<file path="src/hw/cdr_pkg.sv">
// Constants, register map and field layout for the current-detect register bank.
// Assumes APB with 32-bit data, one aligned word per register.
// Contract
// Trigger count code n means 2^n exceedances
// Length code maps 128..3584 conversion periods
// Enable bit 0 gates detect mode
// Threshold high word holds bits 23:8
// Low word bits 15:8 hold threshold 7:0
// Threshold words reset to zero
// DC-removal setting bits 3:0, applied unless bypassed
// Channel 0 phase delay bits 15:6
// Bit 2 bypasses channel 0 DC removal
// Two-bit channel 0 input selector
// Channel 0 config at 09h, reset zero
// Bit 7 selects any or all channels
// Reserved bits read zero, ignore writes
// Settings change restarts measurement and count
package cdr_pkg;
  localparam int DATA_W = 32;
  localparam int ADDR_W = 8;
  localparam int NUM_CH = 8;
  // Printed offsets are word indices; byte address is four times
  localparam logic [ADDR_W-1:0] IDX_CFG = 8'h06;
  localparam logic [ADDR_W-1:0] IDX_TH_HI = 8'h07;
  localparam logic [ADDR_W-1:0] IDX_TH_LO = 8'h08;
  localparam logic [ADDR_W-1:0] IDX_CH0 = 8'h09;
  localparam logic [ADDR_W-1:0] IDX_IRQ_STAT = 8'h20;
  localparam logic [ADDR_W-1:0] IDX_IRQ_MASK = 8'h21;
  localparam logic [ADDR_W-1:0] IDX_STATUS = 8'h22;
  localparam logic [15:0] CFG_RST = 16'h0000;
  localparam logic [15:0] TH_HI_RST = 16'h0000;
  localparam logic [15:0] TH_LO_RST = 16'h0000;
  localparam logic [15:0] CH0_RST = 16'h0000;
  // Writable masks; zero bits are reserved
  localparam logic [15:0] CFG_WMASK = 16'h00ff;
  localparam logic [15:0] TH_LO_WMASK = 16'hff0f;
  localparam logic [15:0] CH0_WMASK = 16'hffc7;
  localparam int CFG_EN_BIT = 0;
  localparam int CFG_LEN_LSB = 1;
  localparam int CFG_NUM_LSB = 4;
  localparam int CFG_ALL_BIT = 7;
  localparam int TH_LO_TH_LSB = 8;
  localparam int TH_LO_DC_LSB = 0;
  localparam int CH0_PH_LSB = 6;
  localparam int CH0_BYP_BIT = 2;
  localparam int CH0_MUX_LSB = 0;
  localparam int IRQ_DETECT_BIT = 0;
  localparam int IRQ_CFGCHG_BIT = 1;
  localparam int IRQ_W = 2;
  localparam int LEN_W = 12;
  localparam int CNT_W = 8;
  // Input selector codes
  localparam logic [1:0] MUX_PINS = 2'h0;
  localparam logic [1:0] MUX_SHORT = 2'h1;
  localparam logic [1:0] MUX_POS_TEST = 2'h2;
  localparam logic [1:0] MUX_NEG_TEST = 2'h3;
  // Measurement length in conversion periods, indexed by code
  function automatic logic [LEN_W-1:0] cdr_len_periods(input logic [2:0] code);
    logic [LEN_W-1:0] v;
    v = 12'h080;
    unique case (code)
      3'h0: v = 12'h080;
      3'h1: v = 12'h100;
      3'h2: v = 12'h200;
      3'h3: v = 12'h300;
      3'h4: v = 12'h500;
      3'h5: v = 12'h700;
      3'h6: v = 12'ha00;
      3'h7: v = 12'he00;
    endcase
    return v;
  endfunction
endpackage

</file>
<file path="src/hw/cdr_exceed_counter.sv">
// Counts threshold exceedances within one measurement window.
// Assumes a one-cycle conversion strobe from the same clock.
`timescale 1ns/1ps
`default_nettype none
module cdr_exceed_counter
  import cdr_pkg::*;
(
  // Clock and reset
  input wire logic mclk,
  input wire logic rst_n,
  input wire logic clkEn,
  // Control
  input wire logic restart,
  input wire logic [2:0] triggerCode,
  // Events
  input wire logic exceed,
  output logic reached
);
  typedef struct packed {
    logic [CNT_W:0] count;
  } cdr_cnt_st_t;
  cdr_cnt_st_t r, next_r;
  logic [CNT_W:0] target;
  always_comb begin
    target = (CNT_W+1)'(1) << triggerCode;
    next_r = r;
    if (restart) begin
      next_r.count = '0;
    end else if (exceed && r.count < target) begin
      next_r.count = r.count + (CNT_W+1)'(1);
    end
    reached = (r.count >= target);
  end
  always_ff @(posedge mclk or negedge rst_n) begin
    if (!rst_n) begin
      r <= '0;
    end else if (clkEn) begin
      r <= next_r;
    end
  end
endmodule
`default_nettype wire

</file>
<file path="src/hw/cdr_window_timer.sv">
// Measurement window timer in conversion periods.
// Assumes a one-cycle conversion strobe from the same clock.
`timescale 1ns/1ps
`default_nettype none
module cdr_window_timer
  import cdr_pkg::*;
(
  // Clock and reset
  input wire logic mclk,
  input wire logic rst_n,
  input wire logic clkEn,
  // Control
  input wire logic run,
  input wire logic restart,
  input wire logic [2:0] lengthCode,
  input wire logic convStrobe,
  // Status
  output logic windowEnd
);
  typedef struct packed {
    logic [LEN_W-1:0] elapsed;
  } cdr_tmr_st_t;
  cdr_tmr_st_t r, next_r;
  logic [LEN_W-1:0] limit;
  always_comb begin
    limit = cdr_len_periods(lengthCode);
    next_r = r;
    windowEnd = 1'b0;
    if (restart || !run) begin
      next_r.elapsed = '0;
    end else if (convStrobe) begin
      if (r.elapsed == limit - LEN_W'(1)) begin
        windowEnd = 1'b1;
        next_r.elapsed = '0;
      end else begin
        next_r.elapsed = r.elapsed + LEN_W'(1);
      end
    end
  end
  always_ff @(posedge mclk or negedge rst_n) begin
    if (!rst_n) begin
      r <= '0;
    end else if (clkEn) begin
      r <= next_r;
    end
  end
endmodule
`default_nettype wire

</file>
<file path="src/hw/cdr_regs.sv">
// Current-detect and channel 0 configuration register bank, APB slave.
// Assumes per-channel exceed flags and conversion strobe on mclk.
`timescale 1ns/1ps
`default_nettype none
module cdr_regs
  import cdr_pkg::*;
(
  // Clock and reset
  input wire logic mclk,
  input wire logic rst_n,
  input wire logic clkEn,
  // APB
  input wire logic psel,
  input wire logic penable,
  input wire logic pwrite,
  input wire logic [cdr_pkg::ADDR_W+1:0] paddr,
  input wire logic [cdr_pkg::DATA_W-1:0] pwdata,
  output logic [cdr_pkg::DATA_W-1:0] prdata,
  output logic pready,
  output logic pslverr,
  // Datapath
  input wire logic convStrobe,
  input wire logic [cdr_pkg::NUM_CH-1:0] chanExceed,
  // Configuration and status outputs
  output logic detectModeEnable,
  output logic [23:0] detectThreshold,
  output logic [3:0] dcRemovalSetting,
  output logic chanZeroDcRemovalActive,
  output logic [9:0] chanZeroPhaseDelay,
  output logic [1:0] chanZeroInputSelect,
  output logic currentDetected,
  output logic irq
);
  import cdr_pkg::*;
  typedef struct packed {
    logic [15:0] cfg;
    logic [15:0] thHi;
    logic [15:0] thLo;
    logic [15:0] ch0;
    logic [IRQ_W-1:0] irqStat;
    logic [IRQ_W-1:0] irqMask;
    logic [DATA_W-1:0] prdata;
    logic pready;
    logic pslverr;
    logic detected;
    logic irq;
    logic [NUM_CH-1:0] exceedQ;
    logic convQ;
  } cdr_st_t;
  cdr_st_t r, next_r;
  logic [ADDR_W-1:0] idx;
  logic setup, wrAcc, rdAcc, mapped, cfgChange, restart, anyReached, allReached, winEnd;
  logic [15:0] wv;
  logic [NUM_CH-1:0] reached;
  logic [IRQ_W-1:0] irqEvt;
  cdr_window_timer u_timer (
    .mclk(mclk),
    .rst_n(rst_n),
    .clkEn(clkEn),
    .run(r.cfg[CFG_EN_BIT]),
    .restart(restart),
    .lengthCode(r.cfg[CFG_LEN_LSB +: 3]),
    .convStrobe(r.convQ),
    .windowEnd(winEnd)
  );
  genvar g;
  generate
    for (g = 0; g < NUM_CH; g++) begin : g_ch
      cdr_exceed_counter u_cnt (
        .mclk(mclk),
        .rst_n(rst_n),
        .clkEn(clkEn),
        .restart(restart || winEnd),
        .triggerCode(r.cfg[CFG_NUM_LSB +: 3]),
        .exceed(r.exceedQ[g] && r.convQ),
        .reached(reached[g])
      );
    end
  endgenerate
  always_comb begin
    next_r = r;
    idx = paddr[ADDR_W+1:2];
    setup = psel && !penable;
    wrAcc = psel && penable && pwrite && r.pready;
    rdAcc = setup && !pwrite;
    wv = pwdata[15:0];
    mapped = (idx == IDX_CFG) || (idx == IDX_TH_HI) || (idx == IDX_TH_LO) ||
             (idx == IDX_CH0) || (idx == IDX_IRQ_STAT) || (idx == IDX_IRQ_MASK) ||
             (idx == IDX_STATUS);
    cfgChange = 1'b0;
    next_r.exceedQ = chanExceed;
    next_r.convQ = convStrobe;
    // No wait state: ready rises in the cycle after setup
    next_r.pready = setup;
    next_r.pslverr = setup && !mapped;
    if (rdAcc) begin
      next_r.prdata = '0;
      unique case (idx)
        IDX_CFG: next_r.prdata[15:0] = r.cfg;
        IDX_TH_HI: next_r.prdata[15:0] = r.thHi;
        IDX_TH_LO: next_r.prdata[15:0] = r.thLo & TH_LO_WMASK;
        IDX_CH0: next_r.prdata[15:0] = r.ch0 & CH0_WMASK;
        IDX_IRQ_STAT: next_r.prdata[IRQ_W-1:0] = r.irqStat;
        IDX_IRQ_MASK: next_r.prdata[IRQ_W-1:0] = r.irqMask;
        IDX_STATUS: next_r.prdata[0] = r.detected;
        default: next_r.prdata = '0;
      endcase
    end
    if (wrAcc) begin
      unique case (idx)
        IDX_CFG: begin
          next_r.cfg = wv & CFG_WMASK;
          cfgChange = (next_r.cfg != r.cfg);
        end
        IDX_TH_HI: begin
          next_r.thHi = wv;
          cfgChange = (wv != r.thHi);
        end
        IDX_TH_LO: begin
          next_r.thLo = wv & TH_LO_WMASK;
          cfgChange = (wv[15:8] != r.thLo[15:8]);
        end
        IDX_CH0: next_r.ch0 = wv & CH0_WMASK;
        IDX_IRQ_MASK: next_r.irqMask = pwdata[IRQ_W-1:0];
        default: ;
      endcase
    end
    // Restart on a config or threshold change while enabled, and hold cleared while off
    restart = !r.cfg[CFG_EN_BIT] || (cfgChange && (r.cfg[CFG_EN_BIT] ||
              next_r.cfg[CFG_EN_BIT]));
    anyReached = |reached;
    allReached = &reached;
    next_r.detected = 1'b0;
    if (r.cfg[CFG_EN_BIT] && !restart) begin
      next_r.detected = r.cfg[CFG_ALL_BIT] ? allReached : anyReached;
    end
    irqEvt = '0;
    irqEvt[IRQ_DETECT_BIT] = next_r.detected && !r.detected;
    irqEvt[IRQ_CFGCHG_BIT] = restart && r.cfg[CFG_EN_BIT];
    // Set wins over a write-one clear in the same cycle
    if (wrAcc && idx == IDX_IRQ_STAT) begin
      next_r.irqStat = (r.irqStat & ~pwdata[IRQ_W-1:0]) | irqEvt;
    end else begin
      next_r.irqStat = r.irqStat | irqEvt;
    end
    next_r.irq = |(next_r.irqStat & next_r.irqMask);
  end
  always_ff @(posedge mclk or negedge rst_n) begin
    if (!rst_n) begin
      r <= '0;
      r.cfg <= CFG_RST;
      r.thHi <= TH_HI_RST;
      r.thLo <= TH_LO_RST;
      r.ch0 <= CH0_RST;
    end else if (clkEn) begin
      r <= next_r;
    end
  end
  assign prdata = r.prdata;
  assign pready = r.pready;
  assign pslverr = r.pslverr;
  assign detectModeEnable = r.cfg[CFG_EN_BIT];
  assign detectThreshold = {r.thHi, r.thLo[TH_LO_TH_LSB +: 8]};
  assign dcRemovalSetting = r.thLo[TH_LO_DC_LSB +: 4];
  assign chanZeroDcRemovalActive = !r.ch0[CH0_BYP_BIT];
  assign chanZeroPhaseDelay = r.ch0[CH0_PH_LSB +: 10];
  assign chanZeroInputSelect = r.ch0[CH0_MUX_LSB +: 2];
  assign currentDetected = r.detected;
  assign irq = r.irq;
endmodule
`default_nettype wire

</file>
<file path="config.mk">
export PLATFORM = sky130hd
export DESIGN_NAME = cdr_regs
export DESIGN_NICKNAME = d
export VERILOG_FILES = /design/src/hw/cdr_pkg.sv /design/src/hw/cdr_exceed_counter.sv /design/src/hw/cdr_window_timer.sv /design/src/hw/cdr_regs.sv
export SDC_FILE = /design/constraint.sdc
export NUM_CORES = 1
export LEC_CHECK = 0
export BUFFER_PORTS_ARGS = -buffer_cell sky130_fd_sc_hd__buf_4
export CAP_MARGIN = 20
export CORE_ASPECT_RATIO = 0.7
export CORE_MARGIN = 2
export CORE_UTILIZATION = 60
export DETAILED_ROUTE_END_ITERATION = 8
export PLACE_DENSITY_LB_ADDON = 0.1
export RECOVER_POWER = 25
export REMOVE_ABC_BUFFERS = 1
export SYNTH_ARGS = -nofsm -noshare
export SYNTH_HDL_FRONTEND = slang
export SYNTH_HIERARCHICAL = 1
export SYNTH_SLANG_ARGS = --single-unit
</file>
<file path="constraint.sdc">
create_clock -name mclk -period 4.32 [get_ports mclk]
set_input_delay 0.864 -clock mclk [delete_from_list [all_inputs] [get_ports mclk]]
set_output_delay 0.864 -clock mclk [all_outputs]
set_load 0.01 [all_outputs]
</file>
# ---- After elaboration in Yosys (flattened, before gate mapping)
# Memories as Yosys holds them, arrays and structs flattened.
# Index checks and enable logic that the tools add are counted.
dict set report totals {
  reg_bits 166
  latch_bits 0
  ramBits 0
  rom_bits 40
  in_bits 57
  output_inout_bits 78
  elab_cells 174
  n_memories 1
}
dict set report classes {
  addsub 10
  mul 0
  div_mod_pow 0
  magnitude_cmp 16
  n_eq_ne 11
  shifts 1
  mux 37
  n_bitwise 5
  n_reduce_logical 70
}
# memory words width rd rd_ports_with_merged_regs write_ports line_no
set mem_list {}
lappend mem_list {{(no name shown)} 8 5 1 0 0 cdr_pkg.sv:61} ;# unique case (code)
# op count
set op_table {}
lappend op_table {{$mux 9} 16}
lappend op_table {{$add 9x1->9 const B} 8}
lappend op_table {{$ge 9x9->1} 8}
lappend op_table {{$lt 9x9->1} 8}
lappend op_table {{$pmux 14 s4} 1}
lappend op_table {{$mux 49} 1}
lappend op_table {{$mux 16} 3}
lappend op_table {{$mux 12} 3}
lappend op_table {{$logic_and 1x1->1} 27}
lappend op_table {{$eq 8x6->1 const B} 3}
lappend op_table {{$reduce_and 2->1} 10}
lappend op_table {{$reduce_bool 2->1} 9}
lappend op_table {{$eq 8x3->1 const B} 2}
lappend op_table {{$eq 8x4->1 const B} 2}
lappend op_table {{$ne 16x16->1} 1}
lappend op_table {{$ne 8x8->1} 2}
lappend op_table {{$add 12x1->12 const B} 1}
lappend op_table {{$eq 12x12->1} 1}
lappend op_table {{$reduce_and 3->1} 4}
lappend op_table {{$sub 12x1->12 const B} 1}
lappend op_table {{$logic_or 1x1->1} 10}
lappend op_table {{$shl 1x3->9 const A} 1}
lappend op_table {{$reduce_and 8->1} 1}
lappend op_table {{$reduce_or 8->1} 1}
lappend op_table {{10 further kinds} 26}

# ---- Logic depth before layout (Yosys ltp)
dict set report logic_depth {
  word_depth 15
  depth_mapped 14
  ltp_nobuf 13
}

# ---- Hierarchy
# The synthesis kept the hierarchy.
# mod n_inst cells_per_inst area_each_um2 seq_area_each_um2
set modules_own_cells {}
lappend modules_own_cells {cdr_exceed_counter 8 97 868.3 225.2}
lappend modules_own_cells {cdr_regs 1 425 4678.2 2052.0}
lappend modules_own_cells {cdr_window_timer 1 110 885.8 300.3}

# ---- Least setup slack after synthesis
# OpenSTA, ideal clock, no wires.
dict set report synth_path {
  path_kind {input-to-reg}
  from {in paddr[7] (netlist name)}
  to {reg g_ch[0].u_cnt/r[0] (netlist name)}
  setup_time_ns 0.101
  arrival_time_ns 3.968
  required_time_ns 4.219
  slack_ns 0.252
  stages 12
  n_path_buf 2
  path_cell_list {or4_4 nor3_1 o21ai_0 o211a_1 o21ai_1 nor2b_1 clkbuf_2 and3_1 or2_1 clkbuf_1 or3_1 o311ai_2}
}
dict set report synth_via {
  elab_chain_len 11
  word_cells_on_any_way 16
  cone_classes {eq/ne (3); mux (6); reduce/logical (7)}
}
# item line_no
set synth_lines {}
lappend synth_lines {{from (decl)} cdr_regs.sv:16} ;# input wire logic [cdr_pkg::ADDR_W+1:0] paddr,
lappend synth_lines {{$eq 8x3->1} cdr_regs.sv:110} ;# unique case (idx)
lappend synth_lines {{$mux 1} cdr_regs.sv:110}
lappend synth_lines {{$mux 49} cdr_regs.sv:109} ;# if (wrAcc) begin
lappend synth_lines {{$logic_or 1x1->1} cdr_regs.sv:129} ;# restart = !r.cfg[CFG_EN_BIT] || (cfgChange && (r.cfg[CFG_EN_BIT] ||
lappend synth_lines {{$logic_and 1x1->1 (*)} cdr_regs.sv:129}
lappend synth_lines {{$logic_or 1x1->1 (*)} cdr_regs.sv:129}
lappend synth_lines {{via restart} cdr_regs.sv:52} ;# logic setup, wrAcc, rdAcc, mapped, cfgChange, restart, anyReached, allReached, winEnd;
lappend synth_lines {{$logic_or 1x1->1 (*)} cdr_window_timer.sv:29} ;# if (restart || !run) begin
lappend synth_lines {{$mux 1 (*)} cdr_window_timer.sv:29}
lappend synth_lines {{via winEnd} cdr_regs.sv:52}
lappend synth_lines {{$logic_or 1x1->1 (*)} cdr_regs.sv:73} ;# .restart(restart || winEnd),
lappend synth_lines {{$reduce_bool 2->1 (no source line)} -}
lappend synth_lines {{$reduce_and 2->1 (no source line)} -}
lappend synth_lines {{to (signal assigned)} cdr_exceed_counter.sv:38} ;# r <= next_r;
lappend synth_lines {{to (decl)} cdr_exceed_counter.sv:22} ;# cdr_cnt_st_t r, next_r;
# The timed path passes the listed nets; every way through them passes the cells marked *.
# A chain may end at the register's enable or synchronous reset.

# ---- Final worst setup path
dict set report layout_path {
  from {in paddr[7] (netlist name)}
  to {reg g_ch[6].u_cnt/r[7] (netlist name)}
}
dict set report layout_via {
  elab_chain_len 11
  word_cells_on_any_way 16
  cone_classes {eq/ne (3); mux (6); reduce/logical (7)}
}
# item line_no
set layout_lines {}
lappend layout_lines {{$eq 8x3->1} cdr_regs.sv:110}
lappend layout_lines {{$mux 1} cdr_regs.sv:110}
lappend layout_lines {{$mux 49} cdr_regs.sv:109}
lappend layout_lines {{$logic_or 1x1->1} cdr_regs.sv:129}
lappend layout_lines {{$logic_and 1x1->1 (*)} cdr_regs.sv:129}
lappend layout_lines {{$logic_or 1x1->1 (*)} cdr_regs.sv:129}
lappend layout_lines {{via restart} cdr_regs.sv:52}
lappend layout_lines {{$logic_or 1x1->1 (*)} cdr_window_timer.sv:29}
lappend layout_lines {{$mux 1 (*)} cdr_window_timer.sv:29}
lappend layout_lines {{via winEnd} cdr_regs.sv:52}
lappend layout_lines {{$logic_or 1x1->1 (*)} cdr_regs.sv:73}
lappend layout_lines {{$reduce_bool 2->1 (no source line)} -}
lappend layout_lines {{$reduce_and 2->1 (no source line)} -}
lappend layout_lines {{to (signal assigned)} cdr_exceed_counter.sv:38}
lappend layout_lines {{to (decl)} cdr_exceed_counter.sv:22}
# Marked as above.

==> key figures <==
Place
  • Gp weighted congestion: 0.867
  • DP Cell Count: 1,613
  • HPWL after detailed placement: 21,600 um
  • Port-buffer cells: 100

Critical path
  • Required time of the worst setup path: 4.70 ns
  • Worst R2R Setup Slack: 0.70 ns
  • Worst reg2reg endpoint: g_ch[4].u_cnt/r[2]
  • FF-to-FF path depth: 13
  • Critical path launch point type: primary input
  • CP arrival: 4.11 ns
  • Element type at the critical path end: flip-flop
  • Crit Path Max Fanout: 38
  • CP Class: in2reg
  • Crit Reg-Reg Startpoint: r[100]

Clocking
  • Total CTS buffers: 17
  • Clock latency on the worst-skew pair: 0.44 ns
  • Root Driver: clkbuf_16
  • CTS H-tree depth: 4
  • Post-CTS Setup Bufs: 0
  • Resized Gates After CTS: 0
  • Cts-stage hold buffer count: 0
  • Worst-path clk slew: ~0.070 ns
  • CTS Buffer Depth: 2
  • TritonCTS clock tree: built
  • Sink Count: 166

Pwr
  • Sequential power share: 44.6%
  • Power Density: 259 mW/mm2
  • Comb pwr share: 7.5%
  • Sw frac: 25.1%
  • Clock network power share: 47.9%
  • Pint: 2.66 mW
  • Max VDD drop: 0.311 mV
  • Psw: 0.891 mW
  • Leakage Power: between 6 and 7 nW

Cells and area
  • Commonest non-fill, non-tap cell in the layout: dfrtp_1
  • Diode count: 0
  • Final Non-Filler Cells: 1,645
  • Filler Cell Count: 1,644
  • Nets@finish: 1,487
  • Share of cells above drive strength 1: 22.4%
  • Commonest non-fill, non-tap cells in the layout: dfrtp_1 (163), buf_4 (121), nand2_1 (115), ha_1 (74)
  • Area delta synth->final: 9.62%

Logic synthesis
  • Area of the mapped netlist: 0.0125 mm2
  • Dominant combinational cell family by area after synthesis: simple AND/OR/NAND/NOR gates
  • Dominant synthesized flop cell: dfrtp_1
  • Area leader, netlist: dfrtp_1
  • Simple-gate share of the synthesized area: between 20% and 30%
  • Post-synthesis xor/xnor area fraction: 2.45%
  • Area share of the largest cell type after synthesis: about 33%
  • Number of synthesized flops with an enable pin: 0
  • Yosys Warn Count: 6
  • Mux contribution to synthesized area: under 10%
  • Top post-synthesis cells by area: dfrtp_1 (33%), ha_1 (7.4%), buf_4 (4.9%)
  • Avg Cell Area, Syn: 9.54 um2
  • Async set-reset flop share out of synthesis: 100%
  • Post-synthesis sequential area ratio: 33.2%
  • Mapped Cells: 1,311
  • Post-Synth Adder-Cell Area: 7.40%
  • Synth Register Bits: 166
  • Synth cell types: 75
  • Post-synthesis compound-gate area fraction: 18.7%

Hold path
  • Worst hold endpoint: prdata[1]
  • Hold path cells: 2
  • Worst Hold Class: reg2reg
  • Hold Crit Start: prdata[1]

Floorplan
  • Die Ht: 125 um
  • Ports: 135
  • Initial Utilization: between 60% and 70%
  • Num rows: 44
  • Die area: 0.0220 mm2
  • Core area: 0.0206 mm2
  • Die W: about 180 um

STA
  • Pins over their slew limit: 97
  • Setup Viol. Count Final: 0
  • Measured slew at the worst slew-check pin: between 2 and 2.5 ns
  • Slew HR: -62.2%
  • Unrepaired setup endpoints after global routing: false
  • Part of the cycle the worst path needs: 86.3%
  • Fin. Hold Viols: 0
  • WHS: ~0.50 ns
  • Setup Skew: 0.0108 ns
  • Tmin final: 3.73 ns
  • Max Freq: between 200 and 300 MHz

Status
  • Outcome: finished, violations left
  • Failing checks: capacitance limit, slew limit

Detailed routing
  • Post-route DRC: 0
  • 1st-iter DRT viols: roughly 860
  • WL final: 30,700 um
  • Vias/cell: 6.26
  • Via Count: 10,300
  • DR pass1 iterations: 5
  • Routed WL per cell: 18.7 um
  • Remaining antenna violation count: 0

Flow run
  • Max-cap violations: 1

Global route
  • GRT Total Usage: around 29%
  • Pin count of the biggest net entering global routing: 97
  • Gr ovfl total: 0
  • Vias in the first global route: 9,729
  • First-pass GRT wire length: 51,200 um
  • Initial antenna violation count: 0
## worst max-delay path, stage by stage
cell,delay [ns]
buf_4,0.14
or4_4,0.57
nor3_1,0.26
o21ai_0,0.22
o211a_1,0.22
o21ai_1,0.25
nor2b_1,0.11
and3_1,0.19
or2_4,0.42
nand2b_1,0.29
nor4_1,0.33
mux2i_1,0.12
nand3_1,0.10
## metrics by stage
| step | utilization, % | total power [mW] | instance area (um2) | setup slack [ns] | TNS, ns |
|---|---|---|---|---|---|
| 3_5_place_dp | 63.6 | 1.88 | 13100 | 0.236 | 0 |
| 5_1_grt | 66.6 | 3.67 | 13700 | 0.161 | 0 |
| 3_3_place_gp | 63.6 | 1.88 | 13100 | 0.334 | 0 |
| 4_1_cts | 66.7 | 3.58 | 13700 | 0.577 | 0 |
| 6_report | 66.6 | 3.55 | 13700 | 0.590 | 0 |
| 2_1_floorplan | - | 1.73 | 11800 | -1.35 | -85.55 |
## power by group through the flow
stage	Clock, mW	Sequential (mW)	Combinational (mW)
after global placement	0	1.61	0.264
after global routing	1.79	1.58	0.291
after CTS	1.73	1.58	0.270
after floorplan	0	1.61	0.128
after detailed placement	0	1.61	0.268
final	1.70	1.58	0.267
## final cells by class
cell class / instances / area, um2 / area share [%]
flip-flops and latches: 166 / 4160 / 30.3
repair buffers: 126 / 962 / 7.02
multi-input cells: 972 / 7330 / 53.4
inverters: 73 / 274 / 2.00
well taps: 276 / 345 / 2.52
clock inverters: 14 / 210 / 1.53
clock buffers: 18 / 439 / 3.20
## registers in the layout, summed over array words and instances, names as in the netlist, named ones only
name	cells
u_timer/r	12
dcRemovalSetting	4
prdata	16
detectThreshold	24
chanZeroInputSelect	2
r	21
g_ch.u_cnt/r	72
irq	1
chanZeroPhaseDelay	10
pready	1
pslverr	1
currentDetected	1
## worst max path at each step
stage	end	from	depth (start not counted)	slack [ns]
final	g_ch[6].u_cnt/r[7]	paddr[7]	13	0.59
after global routing	g_ch[7].u_cnt/r[2]	rst_n	2	0.16
after CTS	g_ch[4].u_cnt/r[2]	r[100]	13	0.58
after detailed placement	g_ch[2].u_cnt/r[3]	paddr[7]	12	0.24
after global placement	g_ch[3].u_cnt/r[3]	paddr[7]	12	0.33
after floorplan	g_ch[0].u_cnt/r[4]	paddr[7]	9	-1.35
## synthesized netlist by cell type (8+ instances only)
library cell	count
and3_1	29
o211ai_1	34
xnor2_1	33
a21oi_1	12
a21o_1	9
and4b_1	8
nand3b_1	29
a31oi_1	9
inv_1	73
nor3_1	17
nor4_1	10
a311oi_1	9
ha_1	74
nand4_1	44
nand2_1	115
or3b_1	8
mux2_4	8
nor2b_1	29
a221o_1	8
mux2_2	53
a211oi_4	8
mux2i_1	18
buf_4	81
o221ai_2	8
a22o_1	14
o311ai_2	17
o311ai_1	8
clkbuf_1	18
nand2_4	8
buf_6	10
or3_1	18
o221ai_1	9
nand2b_1	17
a211oi_1	10
or3b_2	17
nor2_1	73
dfrtp_1	166
a21oi_2	16
nand3_1	43
a311o_1	16
a22oi_1	26
o21ai_0	31
and2_1	24
## logic make-up (layout without fill, tap and decap cells)
group,after synthesis,after routing
compound gates,266,266
xor+xnor,35,35
fa+ha+maj,74,74
buf+inv,188,231
flops,166,166
mux,79,79
other cells,1,16
simple gates,502,502
## metal layers
layer	share of wire (%)	wire length [um]	GRT usage, %	vias up
met5	0	0	0	-
li1	-	-	-	4886
met4	1.4	444	7.05	0
met1	50	15400	44.5	5112
met2	44	13400	40.8	276
met3	4.7	1450	4.98	28
No activity file was read; power rests on OpenSTA's default activity.
